==> src/shared/timer2_pkg.sv <==
package timer2_pkg;

    // ****************************************
    // register map
    // ****************************************
    localparam logic [7:0] CTRL_ADDR = 8'hC8;
    localparam logic [7:0] CAP_LOW_ADDR = 8'hCA;
    localparam logic [7:0] CAP_HIGH_ADDR = 8'hCB;
    localparam logic [7:0] CNT_LOW_ADDR = 8'hCC;
    localparam logic [7:0] CNT_HIGH_ADDR = 8'hCD;
    localparam logic [7:0] CTRL_RESET = 8'h00;
    localparam logic [7:0] BYTE_RESET = 8'h00;
    localparam logic [15:0] COUNT_MAX = 16'hFFFF;
    localparam logic [15:0] COUNT_ONE = 16'h0001;

    // ****************************************
    // prescale counts
    // ****************************************
    localparam logic [3:0] DIV12_LAST = 4'hB;
    localparam logic [3:0] DIV_ZERO = 4'h0;
    localparam logic [3:0] DIV_ONE = 4'h1;

    typedef struct packed {
        logic overflow_flag;
        logic ext_event_flag;
        logic rx_baud_select;
        logic tx_baud_select;
        logic ext_trigger_enable;
        logic run_control;
        logic counter_select;
        logic capture_reload_select;
    } timer_two_control_t;

    typedef enum logic [1:0] {
        MODE_OFF = 2'b00,
        MODE_CAPTURE = 2'b01,
        MODE_RELOAD = 2'b10,
        MODE_BAUD = 2'b11
    } t2_mode_t;

    typedef struct packed {
        logic rx_tick;
        logic tx_tick;
    } baud_ticks_t;

endpackage

==> src/rtl/timer2_capture_reload_baud.sv <==
`timescale 1ns/10ps
// Functional notes
// RULE1: mode from baud selects, run, capture select
// RULE2: timer clock divide one/twelve or pin edges
// RULE3: capture mode trigger latches count, flags event
// RULE4: trigger ignored when trigger enable clear
// RULE5: capture mode wrap sets overflow flag
// RULE6: reload mode wrap sets flag, reloads count
// RULE7: reload mode trigger reloads, sets event flag
// RULE8: run bit starts, clear holds count
// RULE9: baud select forces reload, ignores capture select
// RULE10: baud wrap reloads, ticks uart, no flag
// RULE11: baud timer mode counts at half clock
// RULE12: baud counter mode counts pin edges
// RULE13: baud trigger sets event flag only
// RULE14: baud selects route timer two or one
// RULE15: routing only in uart modes one, three
// RULE16: flags cleared only by software write
// RULE17: either flag plus enable raises interrupt
// RULE18: control reg eight bits, reset zero, layout
// RULE19: event output for converter start
// RULE20: pins synchronised, falling edge single pulse
module timer2_capture_reload_baud
    import timer2_pkg::*;
(
    // clock and reset
    input wire logic core_clk_i,
    input wire logic rst_b_i,
    // special function register port
    input wire logic [7:0] sfr_addr_i,
    input wire logic [7:0] sfr_wdata_i,
    input wire logic sfr_wr_i,
    output logic [7:0] sfr_rdata_o,
    // system controls
    input wire logic prescale_select_i,
    input wire logic timer2_irq_enable_i,
    input wire logic uart_variable_mode_i,
    input wire logic timer1_overflow_i,
    // pins
    input wire logic count_input_pin_i,
    input wire logic ext_trigger_pin_i,
    // outputs
    output baud_ticks_t baud_ticks_o,
    output logic irq_o,
    output logic adc_start_o
);

    // ****************************************
    // state
    // ****************************************
    timer_two_control_t ctrl_reg;
    logic [15:0] count_reg;
    logic [15:0] capture_reg;
    logic [3:0] div_reg;
    logic [1:0] cnt_sync_reg;
    logic [1:0] trg_sync_reg;
    logic cnt_last_reg;
    logic trg_last_reg;
    logic t2_ovf_tick_reg;
    baud_ticks_t ticks_reg;
    logic irq_reg;
    logic adc_start_reg;
    t2_mode_t mode;
    logic cnt_fall;
    logic trg_fall;
    logic inc_en;
    logic wrap;
    logic trig_evt;
    logic ctrl_wr;

    // ****************************************
    // pin synchronisers
    // ****************************************
    // RULE20: two-stage sync, edge detect
    always_ff @(posedge core_clk_i or negedge rst_b_i) begin
        if (!rst_b_i) begin
            cnt_sync_reg <= 2'b11;
            trg_sync_reg <= 2'b11;
            cnt_last_reg <= 1'b1;
            trg_last_reg <= 1'b1;
        end else begin
            cnt_sync_reg <= {cnt_sync_reg[0], count_input_pin_i};
            trg_sync_reg <= {trg_sync_reg[0], ext_trigger_pin_i};
            cnt_last_reg <= cnt_sync_reg[1];
            trg_last_reg <= trg_sync_reg[1];
        end
    end

    assign cnt_fall = cnt_last_reg & ~cnt_sync_reg[1];
    assign trg_fall = trg_last_reg & ~trg_sync_reg[1];

    // ****************************************
    // mode decode
    // ****************************************
    // RULE1: mode selection
    always_comb begin
        if (!ctrl_reg.run_control) begin
            mode = MODE_OFF;
        // RULE9: baud overrides capture select
        end else if (ctrl_reg.rx_baud_select || ctrl_reg.tx_baud_select) begin
            mode = MODE_BAUD;
        end else if (ctrl_reg.capture_reload_select) begin
            mode = MODE_CAPTURE;
        end else begin
            mode = MODE_RELOAD;
        end
    end

    // ****************************************
    // prescaler
    // ****************************************
    // prescaler free-runs so the divide phase is not software-visible
    always_ff @(posedge core_clk_i or negedge rst_b_i) begin
        if (!rst_b_i) begin
            div_reg <= DIV_ZERO;
        end else if (mode == MODE_BAUD) begin
            div_reg <= (div_reg == DIV_ZERO) ? DIV_ONE : DIV_ZERO;
        end else if (div_reg >= DIV12_LAST) begin
            div_reg <= DIV_ZERO;
        end else begin
            div_reg <= div_reg + DIV_ONE;
        end
    end

    // RULE2: clock source select
    // RULE11: baud timebase is half clock
    // RULE12: baud counter mode uses pin edges
    always_comb begin
        if (mode == MODE_OFF) begin
            inc_en = 1'b0;
        end else if (ctrl_reg.counter_select) begin
            inc_en = cnt_fall;
        end else if (mode == MODE_BAUD) begin
            inc_en = (div_reg == DIV_ONE);
        end else if (prescale_select_i) begin
            inc_en = 1'b1;
        end else begin
            inc_en = (div_reg == DIV12_LAST);
        end
    end

    assign wrap = inc_en && (count_reg == COUNT_MAX);
    // RULE4: trigger gated by enable
    assign trig_evt = trg_fall && ctrl_reg.ext_trigger_enable && (mode != MODE_OFF);
    assign ctrl_wr = sfr_wr_i && (sfr_addr_i == CTRL_ADDR);

    // ****************************************
    // counter
    // ****************************************
    // RULE8: run holds count when clear
    always_ff @(posedge core_clk_i or negedge rst_b_i) begin
        if (!rst_b_i) begin
            count_reg <= {BYTE_RESET, BYTE_RESET};
        end else if (sfr_wr_i && sfr_addr_i == CNT_LOW_ADDR) begin
            count_reg[7:0] <= sfr_wdata_i;
        end else if (sfr_wr_i && sfr_addr_i == CNT_HIGH_ADDR) begin
            count_reg[15:8] <= sfr_wdata_i;
        // RULE7: trigger reload in reload mode
        end else if (trig_evt && mode == MODE_RELOAD) begin
            count_reg <= capture_reg;
        // RULE6: reload on wrap
        // RULE10: baud wrap reloads
        end else if (wrap && (mode == MODE_RELOAD || mode == MODE_BAUD)) begin
            count_reg <= capture_reg;
        // RULE5: capture mode continues from zero
        end else if (inc_en) begin
            count_reg <= count_reg + COUNT_ONE;
        end
    end

    // ****************************************
    // capture registers
    // ****************************************
    // RULE3: latch count on trigger
    // RULE13: baud trigger does not capture
    always_ff @(posedge core_clk_i or negedge rst_b_i) begin
        if (!rst_b_i) begin
            capture_reg <= {BYTE_RESET, BYTE_RESET};
        end else if (trig_evt && mode == MODE_CAPTURE) begin
            capture_reg <= count_reg;
        end else if (sfr_wr_i && sfr_addr_i == CAP_LOW_ADDR) begin
            capture_reg[7:0] <= sfr_wdata_i;
        end else if (sfr_wr_i && sfr_addr_i == CAP_HIGH_ADDR) begin
            capture_reg[15:8] <= sfr_wdata_i;
        end
    end

    // ****************************************
    // control register
    // ****************************************
    // RULE18: control layout and reset
    always_ff @(posedge core_clk_i or negedge rst_b_i) begin
        if (!rst_b_i) begin
            ctrl_reg <= CTRL_RESET;
        end else begin
            if (ctrl_wr) begin
                ctrl_reg <= sfr_wdata_i;
            end
            // RULE16: hardware sets only; set beats clear
            // RULE5: overflow flag outside baud mode
            if (wrap && (mode == MODE_CAPTURE || mode == MODE_RELOAD)) begin
                ctrl_reg.overflow_flag <= 1'b1;
            end
            if (trig_evt) begin
                ctrl_reg.ext_event_flag <= 1'b1;
            end
        end
    end

    // ****************************************
    // outputs
    // ****************************************
    always_ff @(posedge core_clk_i or negedge rst_b_i) begin
        if (!rst_b_i) begin
            t2_ovf_tick_reg <= 1'b0;
            adc_start_reg <= 1'b0;
        end else begin
            t2_ovf_tick_reg <= wrap && (mode == MODE_BAUD);
            // RULE19: converter start on any overflow
            adc_start_reg <= wrap;
        end
    end

    // RULE14: per-direction routing
    // RULE15: only in variable-rate uart modes
    always_ff @(posedge core_clk_i or negedge rst_b_i) begin
        if (!rst_b_i) begin
            ticks_reg <= '0;
        end else if (!uart_variable_mode_i) begin
            ticks_reg <= '0;
        end else begin
            ticks_reg.rx_tick <= ctrl_reg.rx_baud_select ? t2_ovf_tick_reg : timer1_overflow_i;
            ticks_reg.tx_tick <= ctrl_reg.tx_baud_select ? t2_ovf_tick_reg : timer1_overflow_i;
        end
    end

    // RULE17: shared interrupt request
    always_ff @(posedge core_clk_i or negedge rst_b_i) begin
        if (!rst_b_i) begin
            irq_reg <= 1'b0;
        end else begin
            irq_reg <= timer2_irq_enable_i
                && (ctrl_reg.overflow_flag || ctrl_reg.ext_event_flag);
        end
    end

    always_comb begin
        if (sfr_addr_i == CTRL_ADDR) begin
            sfr_rdata_o = ctrl_reg;
        end else if (sfr_addr_i == CAP_LOW_ADDR) begin
            sfr_rdata_o = capture_reg[7:0];
        end else if (sfr_addr_i == CAP_HIGH_ADDR) begin
            sfr_rdata_o = capture_reg[15:8];
        end else if (sfr_addr_i == CNT_LOW_ADDR) begin
            sfr_rdata_o = count_reg[7:0];
        end else if (sfr_addr_i == CNT_HIGH_ADDR) begin
            sfr_rdata_o = count_reg[15:8];
        end else begin
            sfr_rdata_o = BYTE_RESET;
        end
    end

    assign baud_ticks_o = ticks_reg;
    assign irq_o = irq_reg;
    assign adc_start_o = adc_start_reg;

    // ****************************************
    // checks
    // ****************************************
    chk_capture_latch: assert property (@(posedge core_clk_i) disable iff (!rst_b_i) // RULE3
        (trig_evt && mode == MODE_CAPTURE) |=> (capture_reg == $past(count_reg)))
        else $error("capture did not latch count");
    chk_trig_ignored: assert property (@(posedge core_clk_i) disable iff (!rst_b_i) // RULE4
        (!ctrl_reg.ext_trigger_enable && !ctrl_wr && !ctrl_reg.ext_event_flag)
        |=> !ctrl_reg.ext_event_flag)
        else $error("event flag set with trigger disabled");
    chk_ovf_flag: assert property (@(posedge core_clk_i) disable iff (!rst_b_i) // RULE5
        (wrap && mode == MODE_CAPTURE) |=> (ctrl_reg.overflow_flag && count_reg == '0))
        else $error("capture wrap missed flag");
    chk_reload_wrap: assert property (@(posedge core_clk_i) disable iff (!rst_b_i) // RULE6
        (wrap && mode == MODE_RELOAD && !trig_evt && !sfr_wr_i)
        |=> (count_reg == $past(capture_reg)))
        else $error("reload on wrap failed");
    chk_run_hold: assert property (@(posedge core_clk_i) disable iff (!rst_b_i) // RULE8
        (!ctrl_reg.run_control && !sfr_wr_i) |=> $stable(count_reg))
        else $error("count moved while stopped");
    chk_baud_noflag: assert property (@(posedge core_clk_i) disable iff (!rst_b_i) // RULE10
        (wrap && mode == MODE_BAUD && !ctrl_reg.overflow_flag && !ctrl_wr)
        |=> (!ctrl_reg.overflow_flag && t2_ovf_tick_reg))
        else $error("baud overflow set flag");
    chk_baud_half: assert property (@(posedge core_clk_i) disable iff (!rst_b_i) // RULE11
        (inc_en && mode == MODE_BAUD && !ctrl_reg.counter_select && $stable(mode))
        |=> !inc_en)
        else $error("baud timebase faster than half clock");
    chk_irq_level: assert property (@(posedge core_clk_i) disable iff (!rst_b_i) // RULE17
        (timer2_irq_enable_i && (ctrl_reg.overflow_flag || ctrl_reg.ext_event_flag))
        |=> irq_o)
        else $error("interrupt not raised");
    chk_flag_sticky: assert property (@(posedge core_clk_i) disable iff (!rst_b_i) // RULE16
        (ctrl_reg.overflow_flag && !ctrl_wr) |=> ctrl_reg.overflow_flag)
        else $error("flag cleared without write");
    chk_mode_decode: assert property (@(posedge core_clk_i) disable iff (!rst_b_i) // RULE1
        (ctrl_reg.run_control && !ctrl_reg.rx_baud_select && !ctrl_reg.tx_baud_select)
        |-> (mode == (ctrl_reg.capture_reload_select ? MODE_CAPTURE : MODE_RELOAD)))
        else $error("mode decode wrong");
    chk_div12_gap: assert property (@(posedge core_clk_i) disable iff (!rst_b_i) // RULE2
        (inc_en && (mode == MODE_CAPTURE || mode == MODE_RELOAD) && !ctrl_reg.counter_select
            && !prescale_select_i)
        |=> (!inc_en || mode == MODE_BAUD || ctrl_reg.counter_select || prescale_select_i) [*8])
        else $error("divide by twelve timebase too fast");
    chk_reload_trig: assert property (@(posedge core_clk_i) disable iff (!rst_b_i) // RULE7
        (trig_evt && mode == MODE_RELOAD && !sfr_wr_i)
        |=> (count_reg == $past(capture_reg) && ctrl_reg.ext_event_flag))
        else $error("trigger reload failed");
    chk_baud_reload: assert property (@(posedge core_clk_i) disable iff (!rst_b_i) // RULE9
        (wrap && ctrl_reg.capture_reload_select && mode == MODE_BAUD && !sfr_wr_i)
        |=> (count_reg == $past(capture_reg)))
        else $error("baud wrap did not reload");
    chk_pin_count: assert property (@(posedge core_clk_i) disable iff (!rst_b_i) // RULE12
        (cnt_fall && mode == MODE_BAUD && ctrl_reg.counter_select && !sfr_wr_i
            && count_reg != COUNT_MAX)
        |=> (count_reg == $past(count_reg) + COUNT_ONE))
        else $error("baud counter missed pin edge");
    chk_baud_event: assert property (@(posedge core_clk_i) disable iff (!rst_b_i) // RULE13
        (trig_evt && mode == MODE_BAUD && !sfr_wr_i)
        |=> (ctrl_reg.ext_event_flag && $stable(capture_reg)))
        else $error("baud trigger misbehaved");
    chk_tick_route: assert property (@(posedge core_clk_i) disable iff (!rst_b_i) // RULE14
        (uart_variable_mode_i && !ctrl_reg.tx_baud_select && timer1_overflow_i)
        |=> baud_ticks_o.tx_tick)
        else $error("timer one tick not routed");
    chk_uart_gate: assert property (@(posedge core_clk_i) disable iff (!rst_b_i) // RULE15
        !uart_variable_mode_i
        |=> (!baud_ticks_o.rx_tick && !baud_ticks_o.tx_tick))
        else $error("tick outside variable rate mode");
    chk_adc_start: assert property (@(posedge core_clk_i) disable iff (!rst_b_i) // RULE19
        wrap
        |=> adc_start_o)
        else $error("converter start missing");
    chk_cnt_pulse: assert property (@(posedge core_clk_i) disable iff (!rst_b_i) // RULE20
        cnt_fall |=> !cnt_fall)
        else $error("count edge pulse stretched");
    chk_trg_pulse: assert property (@(posedge core_clk_i) disable iff (!rst_b_i) // RULE20
        trg_fall |=> !trg_fall)
        else $error("trigger edge pulse stretched");

endmodule

==> config.mk <==
export PLATFORM = sky130hd
export DESIGN_NAME = timer2_capture_reload_baud
export DESIGN_NICKNAME = d
export VERILOG_FILES = /design/src/shared/timer2_pkg.sv /design/src/rtl/timer2_capture_reload_baud.sv
export SDC_FILE = /design/constraint.sdc
export NUM_CORES = 1
export LEC_CHECK = 0
export BUFFER_PORTS_ARGS = -buffer_cell sky130_fd_sc_hd__buf_4
export CORE_ASPECT_RATIO = 2
export CORE_MARGIN = 3
export CORE_UTILIZATION = 59
export CTS_BUF_LIST = sky130_fd_sc_hd__clkbuf_16
export DETAILED_ROUTE_END_ITERATION = 12
export PLACE_DENSITY = 0.8
export SYNTH_ARGS = -nofsm -noshare
export SYNTH_HDL_FRONTEND = slang
export SYNTH_SLANG_ARGS = --single-unit
==> constraint.sdc <==
create_clock -name core_clk_i -period 3.3 [get_ports core_clk_i]
set_clock_uncertainty 0.1 [all_clocks]
set_input_delay 0.495 -clock core_clk_i [delete_from_list [all_inputs] [get_ports core_clk_i]]
set_output_delay 0.495 -clock core_clk_i [all_outputs]
set_load 0.05 [all_outputs]
Word-level counts from Yosys, hierarchy flattened
Cells that the tools add are included.
{"block": "totals", "reg_bits": 55, "out_inout_bits": 12, "inputBits": 25, "wordCells": 104}
{"block": "classes", "n_mux": 31, "n_eq_ne": 13, "magnitude_cmp": 1, "n_reduce_logical": 30, "bitwise_logic": 5, "n_addsub": 2}
{"op": "8-bit two-way mux", "count": 12}
{"op": "16-bit two-way mux", "count": 4}
{"op": "8-bit equality test (second input constant)", "count": 5}
{"op": "16-bit by 1-bit adder with 16-bit output (second input constant)", "count": 1}
{"op": "16-bit equality test (second input constant)", "count": 1}
{"op": "1-bit logical AND", "count": 14}
{"op": "2-bit nonzero test", "count": 5}
{"op": "1-bit two-way mux", "count": 9}
{"op": "2-bit two-way mux", "count": 4}
{"op": "4-bit two-way mux", "count": 2}
{"op": "4-bit nonzero test", "count": 2}
{"op": "2-bit AND reduction", "count": 3}
{"op": "4-bit by 1-bit adder with 4-bit output (second input constant)", "count": 1}
{"op": "2-bit equality test (second input constant)", "count": 2}
{"op": "4-bit by 1-bit equality test with 1-bit output (second input constant)", "count": 1}
{"op": "4-bit equality test (second input constant)", "count": 1}
{"op": "4-bit greater-or-equal comparator (second input constant)", "count": 1}
{"op": "4-bit zero test", "count": 1}
{"op": "1-bit logical OR", "count": 4}
{"op": "2-bit inequality test (second input constant)", "count": 2}
{"op": "1-bit inverter", "count": 3}
{"op": "1-bit bitwise AND", "count": 2}
{"op": "2-bit by 1-bit equality test with 1-bit output (second input constant)", "count": 1}
{"op": "2-bit zero test", "count": 1}

Depth between registers and ports, before layout
{"block": "logic_depth", "ltp_word": 13, "mapped_depth": 12, "mapped_depth_nobuf": 11}

Least setup slack after synthesis
OpenSTA, ideal clock, no wires.
{"block": "synth_timing", "path_kind": "register to register", "from": "register ctrl_reg[4] (netlist name)", "to": "register count_reg[11]", "path_stages_with_launch": 10, "path_slack_ns": 0.511, "setup_time_ns": 0.132, "t_arrival_ns": 2.557, "required_time_ns": 3.068, "synth_period_minus_slack_ns": 2.789, "path_buffers": 1, "cell_sequence": "dfrtp_1 > o31a_1 > ha_1 > nor4bb_1 > a2111oi_4 > nor4_2 > o22ai_4 > buf_6 > mux2i_1 > o21ai_1"}
{"block": "synth_via", "elab_chain_cells": 12, "word_cells_on_any_way": 20, "classes_between": "eq/ne (2); mux (8); reduce/logical (10)"}
{"item": "from (decl)", "line_no": "timer2_capture_reload_baud.sv:51", "text": "timer_two_control_t ctrl_reg;"}
{"item": "from (signal assigned)", "line_no": "timer2_capture_reload_baud.sv:197", "text": "ctrl_reg <= sfr_wdata_i;"}
{"item": "1-bit logical OR *", "line_no": "timer2_capture_reload_baud.sv:100", "text": "end else if (ctrl_reg.rx_baud_select || ctrl_reg.tx_baud_select) begin"}
{"item": "2-bit two-way mux *", "line_no": "timer2_capture_reload_baud.sv:100"}
{"item": "2-bit two-way mux *", "line_no": "timer2_capture_reload_baud.sv:97", "text": "if (!ctrl_reg.run_control) begin"}
{"item": "2-bit equality test", "line_no": "timer2_capture_reload_baud.sv:133, timer2_capture_reload_baud.sv:163"}
{"item": "1-bit two-way mux", "line_no": "timer2_capture_reload_baud.sv:133", "text": "end else if (mode == MODE_BAUD) begin"}
{"item": "1-bit two-way mux", "line_no": "timer2_capture_reload_baud.sv:131", "text": "end else if (ctrl_reg.counter_select) begin"}
{"item": "1-bit two-way mux", "line_no": "timer2_capture_reload_baud.sv:129", "text": "if (mode == MODE_OFF) begin"}
{"item": "1-bit logical AND", "line_no": "timer2_capture_reload_baud.sv:142", "text": "assign wrap = inc_en && (count_reg == COUNT_MAX);"}
{"item": "1-bit logical AND", "line_no": "timer2_capture_reload_baud.sv:163", "text": "end else if (wrap && (mode == MODE_RELOAD || mode == MODE_BAUD)) begin"}
{"item": "16-bit two-way mux", "line_no": "timer2_capture_reload_baud.sv:163"}
{"item": "16-bit two-way mux", "line_no": "timer2_capture_reload_baud.sv:159", "text": "end else if (trig_evt && mode == MODE_RELOAD) begin"}
{"item": "8-bit two-way mux", "line_no": "timer2_capture_reload_baud.sv:156", "text": "end else if (sfr_wr_i && sfr_addr_i == CNT_HIGH_ADDR) begin"}
{"item": "to (signal assigned)", "line_no": "timer2_capture_reload_baud.sv:157", "text": "count_reg[15:8] <= sfr_wdata_i;"}
{"item": "to (signal assigned)", "line_no": "timer2_capture_reload_baud.sv:160", "text": "count_reg <= capture_reg;"}
{"item": "to (signal assigned)", "line_no": "timer2_capture_reload_baud.sv:164", "text": "count_reg <= capture_reg;"}
{"item": "to (decl)", "line_no": "timer2_capture_reload_baud.sv:52", "text": "logic [15:0] count_reg;"}
Every way passes the cells marked *; elsewhere a longest branch is shown, timed or not.
A chain may end at the register's enable or synchronous reset.

Final worst setup path
{"block": "layout_timing", "from": "register ctrl_reg[4] (netlist name)", "to": "register count_reg[5]"}
{"block": "layout_via", "elab_chain_cells": 13, "word_cells_on_any_way": 21, "classes_between": "eq/ne (2); mux (9); reduce/logical (10)"}
{"item": "1-bit logical OR *", "line_no": "timer2_capture_reload_baud.sv:100"}
{"item": "2-bit two-way mux *", "line_no": "timer2_capture_reload_baud.sv:100"}
{"item": "2-bit two-way mux *", "line_no": "timer2_capture_reload_baud.sv:97"}
{"item": "2-bit equality test", "line_no": "timer2_capture_reload_baud.sv:133, timer2_capture_reload_baud.sv:163"}
{"item": "1-bit two-way mux", "line_no": "timer2_capture_reload_baud.sv:133"}
{"item": "1-bit two-way mux", "line_no": "timer2_capture_reload_baud.sv:131"}
{"item": "1-bit two-way mux", "line_no": "timer2_capture_reload_baud.sv:129"}
{"item": "1-bit logical AND", "line_no": "timer2_capture_reload_baud.sv:142"}
{"item": "1-bit logical AND", "line_no": "timer2_capture_reload_baud.sv:163"}
{"item": "16-bit two-way mux", "line_no": "timer2_capture_reload_baud.sv:163"}
{"item": "16-bit two-way mux", "line_no": "timer2_capture_reload_baud.sv:159"}
{"item": "8-bit two-way mux", "line_no": "timer2_capture_reload_baud.sv:156"}
{"item": "8-bit two-way mux", "line_no": "timer2_capture_reload_baud.sv:154", "text": "end else if (sfr_wr_i && sfr_addr_i == CNT_LOW_ADDR) begin"}
{"item": "to (signal assigned)", "line_no": "timer2_capture_reload_baud.sv:155", "text": "count_reg[7:0] <= sfr_wdata_i;"}
{"item": "to (signal assigned)", "line_no": "timer2_capture_reload_baud.sv:160"}
{"item": "to (signal assigned)", "line_no": "timer2_capture_reload_baud.sv:164"}
Every way passes the cells marked *; elsewhere a longest branch is shown, timed or not. The select of a mux whose other input is x is not followed.

==> impl_metrics.toml <==
[cts]
tritoncts_num_sinks = 55
cts_htree_levels = 2
buffer_levels_on_the_longest_clock_path = 2
cts_hold_repair.buffers = 0
clkTransAtPathRegs_ns = 0.07
root_buffer = "clkbuf_16"
cts_tree = "built"
tritoncts.num_buffers = 5
worstSkewPairLatency_ns = 0.30

[worst_setup_path]
timing.reg2reg.worst_path_depth = 9
critical_path.endpoint_type = "register"
critical_path.startpoint_type = "register"
timing.critical_path.required_ns = 3.41
critPathMaxStageDelay_ns = 0.47
critPathMaxFanout = 11
worst_path_max_delay_cell = "nor4_2"
worst-setup-path-type = "reg2reg"
worst_ep_arrival_time_ns = 3.08
timing.critical_path.cells = "o31a_1, ha_1, nor4bb_2, a2111oi_4, nor4_2, o22ai_4, buf_12, a21o_1, o211ai_1"

[drt]
route.final.wire_length_um = 9550
wl_per_cell_um = 19.6
routed-via-count = 3100
initialDrtViolationCount = 171
detail_route.first_pass.iterations = 4
antenna_violating_nets_post_route = 0
via_per_inst = 6.37
drt_drc_violations_left = 0

[layout]
final_layout_size_suffix_gt1_share_pct = 19.5
fin_area_mm2 = 0.00401
layout.area.seq_mm2 = 0.00138
filler_cell_count = 452
num_antenna_cells = 0
multi_input_area_mm2 = 0.00198
syn_to_final_growth_pct = 15.2
layout.nets = 458
finalCoreUtilization_pct = 70.2

[sta]
timing.slew.headroom_pct = 49.2
hold_ws_ns = 0.138
min_period_over_period_pct = 90.1
final_max_slew_viol_count = 0
fin_setup_tns_ns = 0
hold_viol = 0
tightest_slew_ns = 0.759
final_period_minus_worst_setup_slack_ns = 2.97
grt_setup_unrepaired = "no"
setup-violations-final = 0
timing.fmax_mhz = 336

[flow_run]
maxCapViolations = 0

[global_route]
track_usage_pct = 30.0
grt-ovfl-total = 0
grt_pass1_vias = 3120
grt_start_max_net_pins = 56
antenna_found_initial = 0
grt_first_pass_wirelength_um = 15400

[synthesis]
synth-warning-count = 0
synth_top_cells_by_area = "dfrtp_1 (35%), mux2i_1 (8.9%), nand2_1 (8.2%)"
synth_cell_type_count = 49
synth_cells = 392
post-synth-top-count-cell = "nand2_1"
synthesis.area_mm2 = 0.00348
synth.avg_cell_area_um2 = 8.88
yosys-top-cells-count = "nand2_1 (76), dfrtp_1 (49), mux2i_1 (31)"
synth_area_leader_cell = "dfrtp_1"
mappedNetlistNets = 425
synth_register_bits = 55
synth_enable_flop_cells = 0
ys_async_sr_fraction_pct = 100
ys_dominant_reg_cell = "dfrtp_1"
synth_top_cell_area_share_pct = 35.2
sequential_to_total_area_share_from_yosys_stat_pct = 39.8

[die]
overall_die_width_um = 60.3
placeableCoreArea_mm2 = 0.00571
std_cell_rows = 39
die_h_um = 115
initial_core_util_pct = 60.9
boundaryPins = 37
die_area_mm2 = 0.00691

[power_and_ir_drop]
power_density_mw_per_mm2 = 447
power.combinational.fraction_pct = 20.1
total_switching_power_mw = 0.568
p_leak_nw = 1.88
power_frac_clock_pct = 30.3
cellInternalPower_mw = 1.22
post-layout-total-power_mw = 1.79
ir_worst_vdd_uv = 544
power.switching_fraction_pct = 31.7
p_seq_share_pct = 49.6

[worst_hold_path]
min-delay-path-class = "in2async"

[place]
globalplace.congestion = 0.891
portBuffers = 36
detailed_place_hpwl_um = 7090
area_post_placement_mm2 = 0.00381

[outcome]
run_status = "finished, final reports clean"
-- final cells by class --
class                           count  share of cell area (%)
Multi-Input combinational cell    307                    49.3
Sequential cell                    55                    34.5
Timing Repair Buffer               50                    9.99
Clock buffer                        5                    3.12
Tap cell                           61                    1.90
Clock inverter                      3                   0.562
Inverter                            6                   0.562
-- layout by cell type (no fill, tap or decap), types with 2 or more instances in the layout --
cell / synthesis / routed
and4_1: 3 / 3
a21oi_1: 17 / 17
nor2_1: 20 / 20
buf_4: 0 / 48
o21ai_1: 14 / 14
nor2b_1: 5 / 5
ha_1: 8 / 8
a2bb2oi_1: 5 / 5
nand2b_1: 3 / 3
inv_1: 6 / 6
a21o_1: 11 / 11
clkbuf_16: 0 / 5
nand3_1: 17 / 17
a22oi_1: 8 / 8
and3_1: 9 / 9
a211oi_1: 2 / 2
nand2_1: 76 / 76
xor2_1: 7 / 7
o21ai_0: 28 / 28
xnor2_1: 8 / 8
dfrtp_1: 49 / 49
o211ai_1: 2 / 2
dfstp_2: 6 / 6
mux2_2: 7 / 7
nor4_2: 2 / 2
nor3_1: 3 / 3
mux2i_1: 31 / 31
buf_12: 0 / 2
nand4_1: 3 / 3
-- routing by layer --
layer  vias to the layer above  routed length [um]  GRT usage (%)
li1                       1440                   -              -
met5                         -                   0              0
met2                       126                5100           51.1
met1                      1491                3380           33.4
met3                        43                 475           4.74
met4                         0                 584           18.0
-- kinds of logic (layout without fill, tap and decap cells) --
logic type / count (synthesis) / count (layout) / share of synthesized area, %
buffers and inverters: 30 / 64 / 3.60
flip-flops: 55 / 55 / 39.8
adder cells (fa/ha/maj): 8 / 8 / 2.88
multiplexers: 38 / 38 / 11.2
XOR/XNOR: 15 / 15 / 3.78
AO/OA/AOI/OAI: 95 / 95 / 17.7
AND/OR/NAND/NOR: 151 / 151 / 21.1
-- final timing paths --
check	start	slack, ns	endpoint
hold / removal	rst_b_i	0.14	ctrl_reg[3]
min in group core_clk_i	ext_trigger_pin_i	0.19	trg_sync_reg[0]
max in group asynchronous	rst_b_i	2.49	count_reg[4]
hold reg to reg	cnt_sync_reg[0]	0.26	cnt_sync_reg[1]
setup / recovery	ctrl_reg[4]	0.33	count_reg[5]
setup reg to reg	ctrl_reg[4]	0.33	count_reg[5]
-- stage by stage --
| stage | worst slack [ns] | cells |
|---|---|---|
| 3_5_place_dp | 0.188 | 477 |
| 5_1_grt | 0.140 | 487 |
| 4_1_cts | 0.163 | 485 |
| 6_report | 0.326 | 487 |
| 3_3_place_gp | 0.309 | 477 |
| 2_1_floorplan | 0.511 | 392 |
-- what timing repair did --
action,4_1_cts,5_1_grt
setup buffers,0,2
setup endpoints to repair,0,3
resized for setup,0,1
-- power groups by stage --
stage	Combinational [mW]	Sequential, mW	Clock (mW)
CTS	0.360	0.885	0.549
detailed placement	0.358	0.898	0
global route	0.407	0.903	0.579
finish	0.360	0.888	0.543
floorplan	0.268	0.849	0
global placement	0.351	0.896	0
-- worst max-delay path, delay by kind of cell, from the launching register on --
family / cells / cell delay (ns)
AND/OR/NAND/NOR: 2 / 0.87
flip-flops: 1 / 0.43
buffers and inverters: 1 / 0.18
AO/OA/AOI/OAI: 5 / 1.01
adder cells (fa/ha/maj): 1 / 0.30
Power figures use the tool's default switching activity.
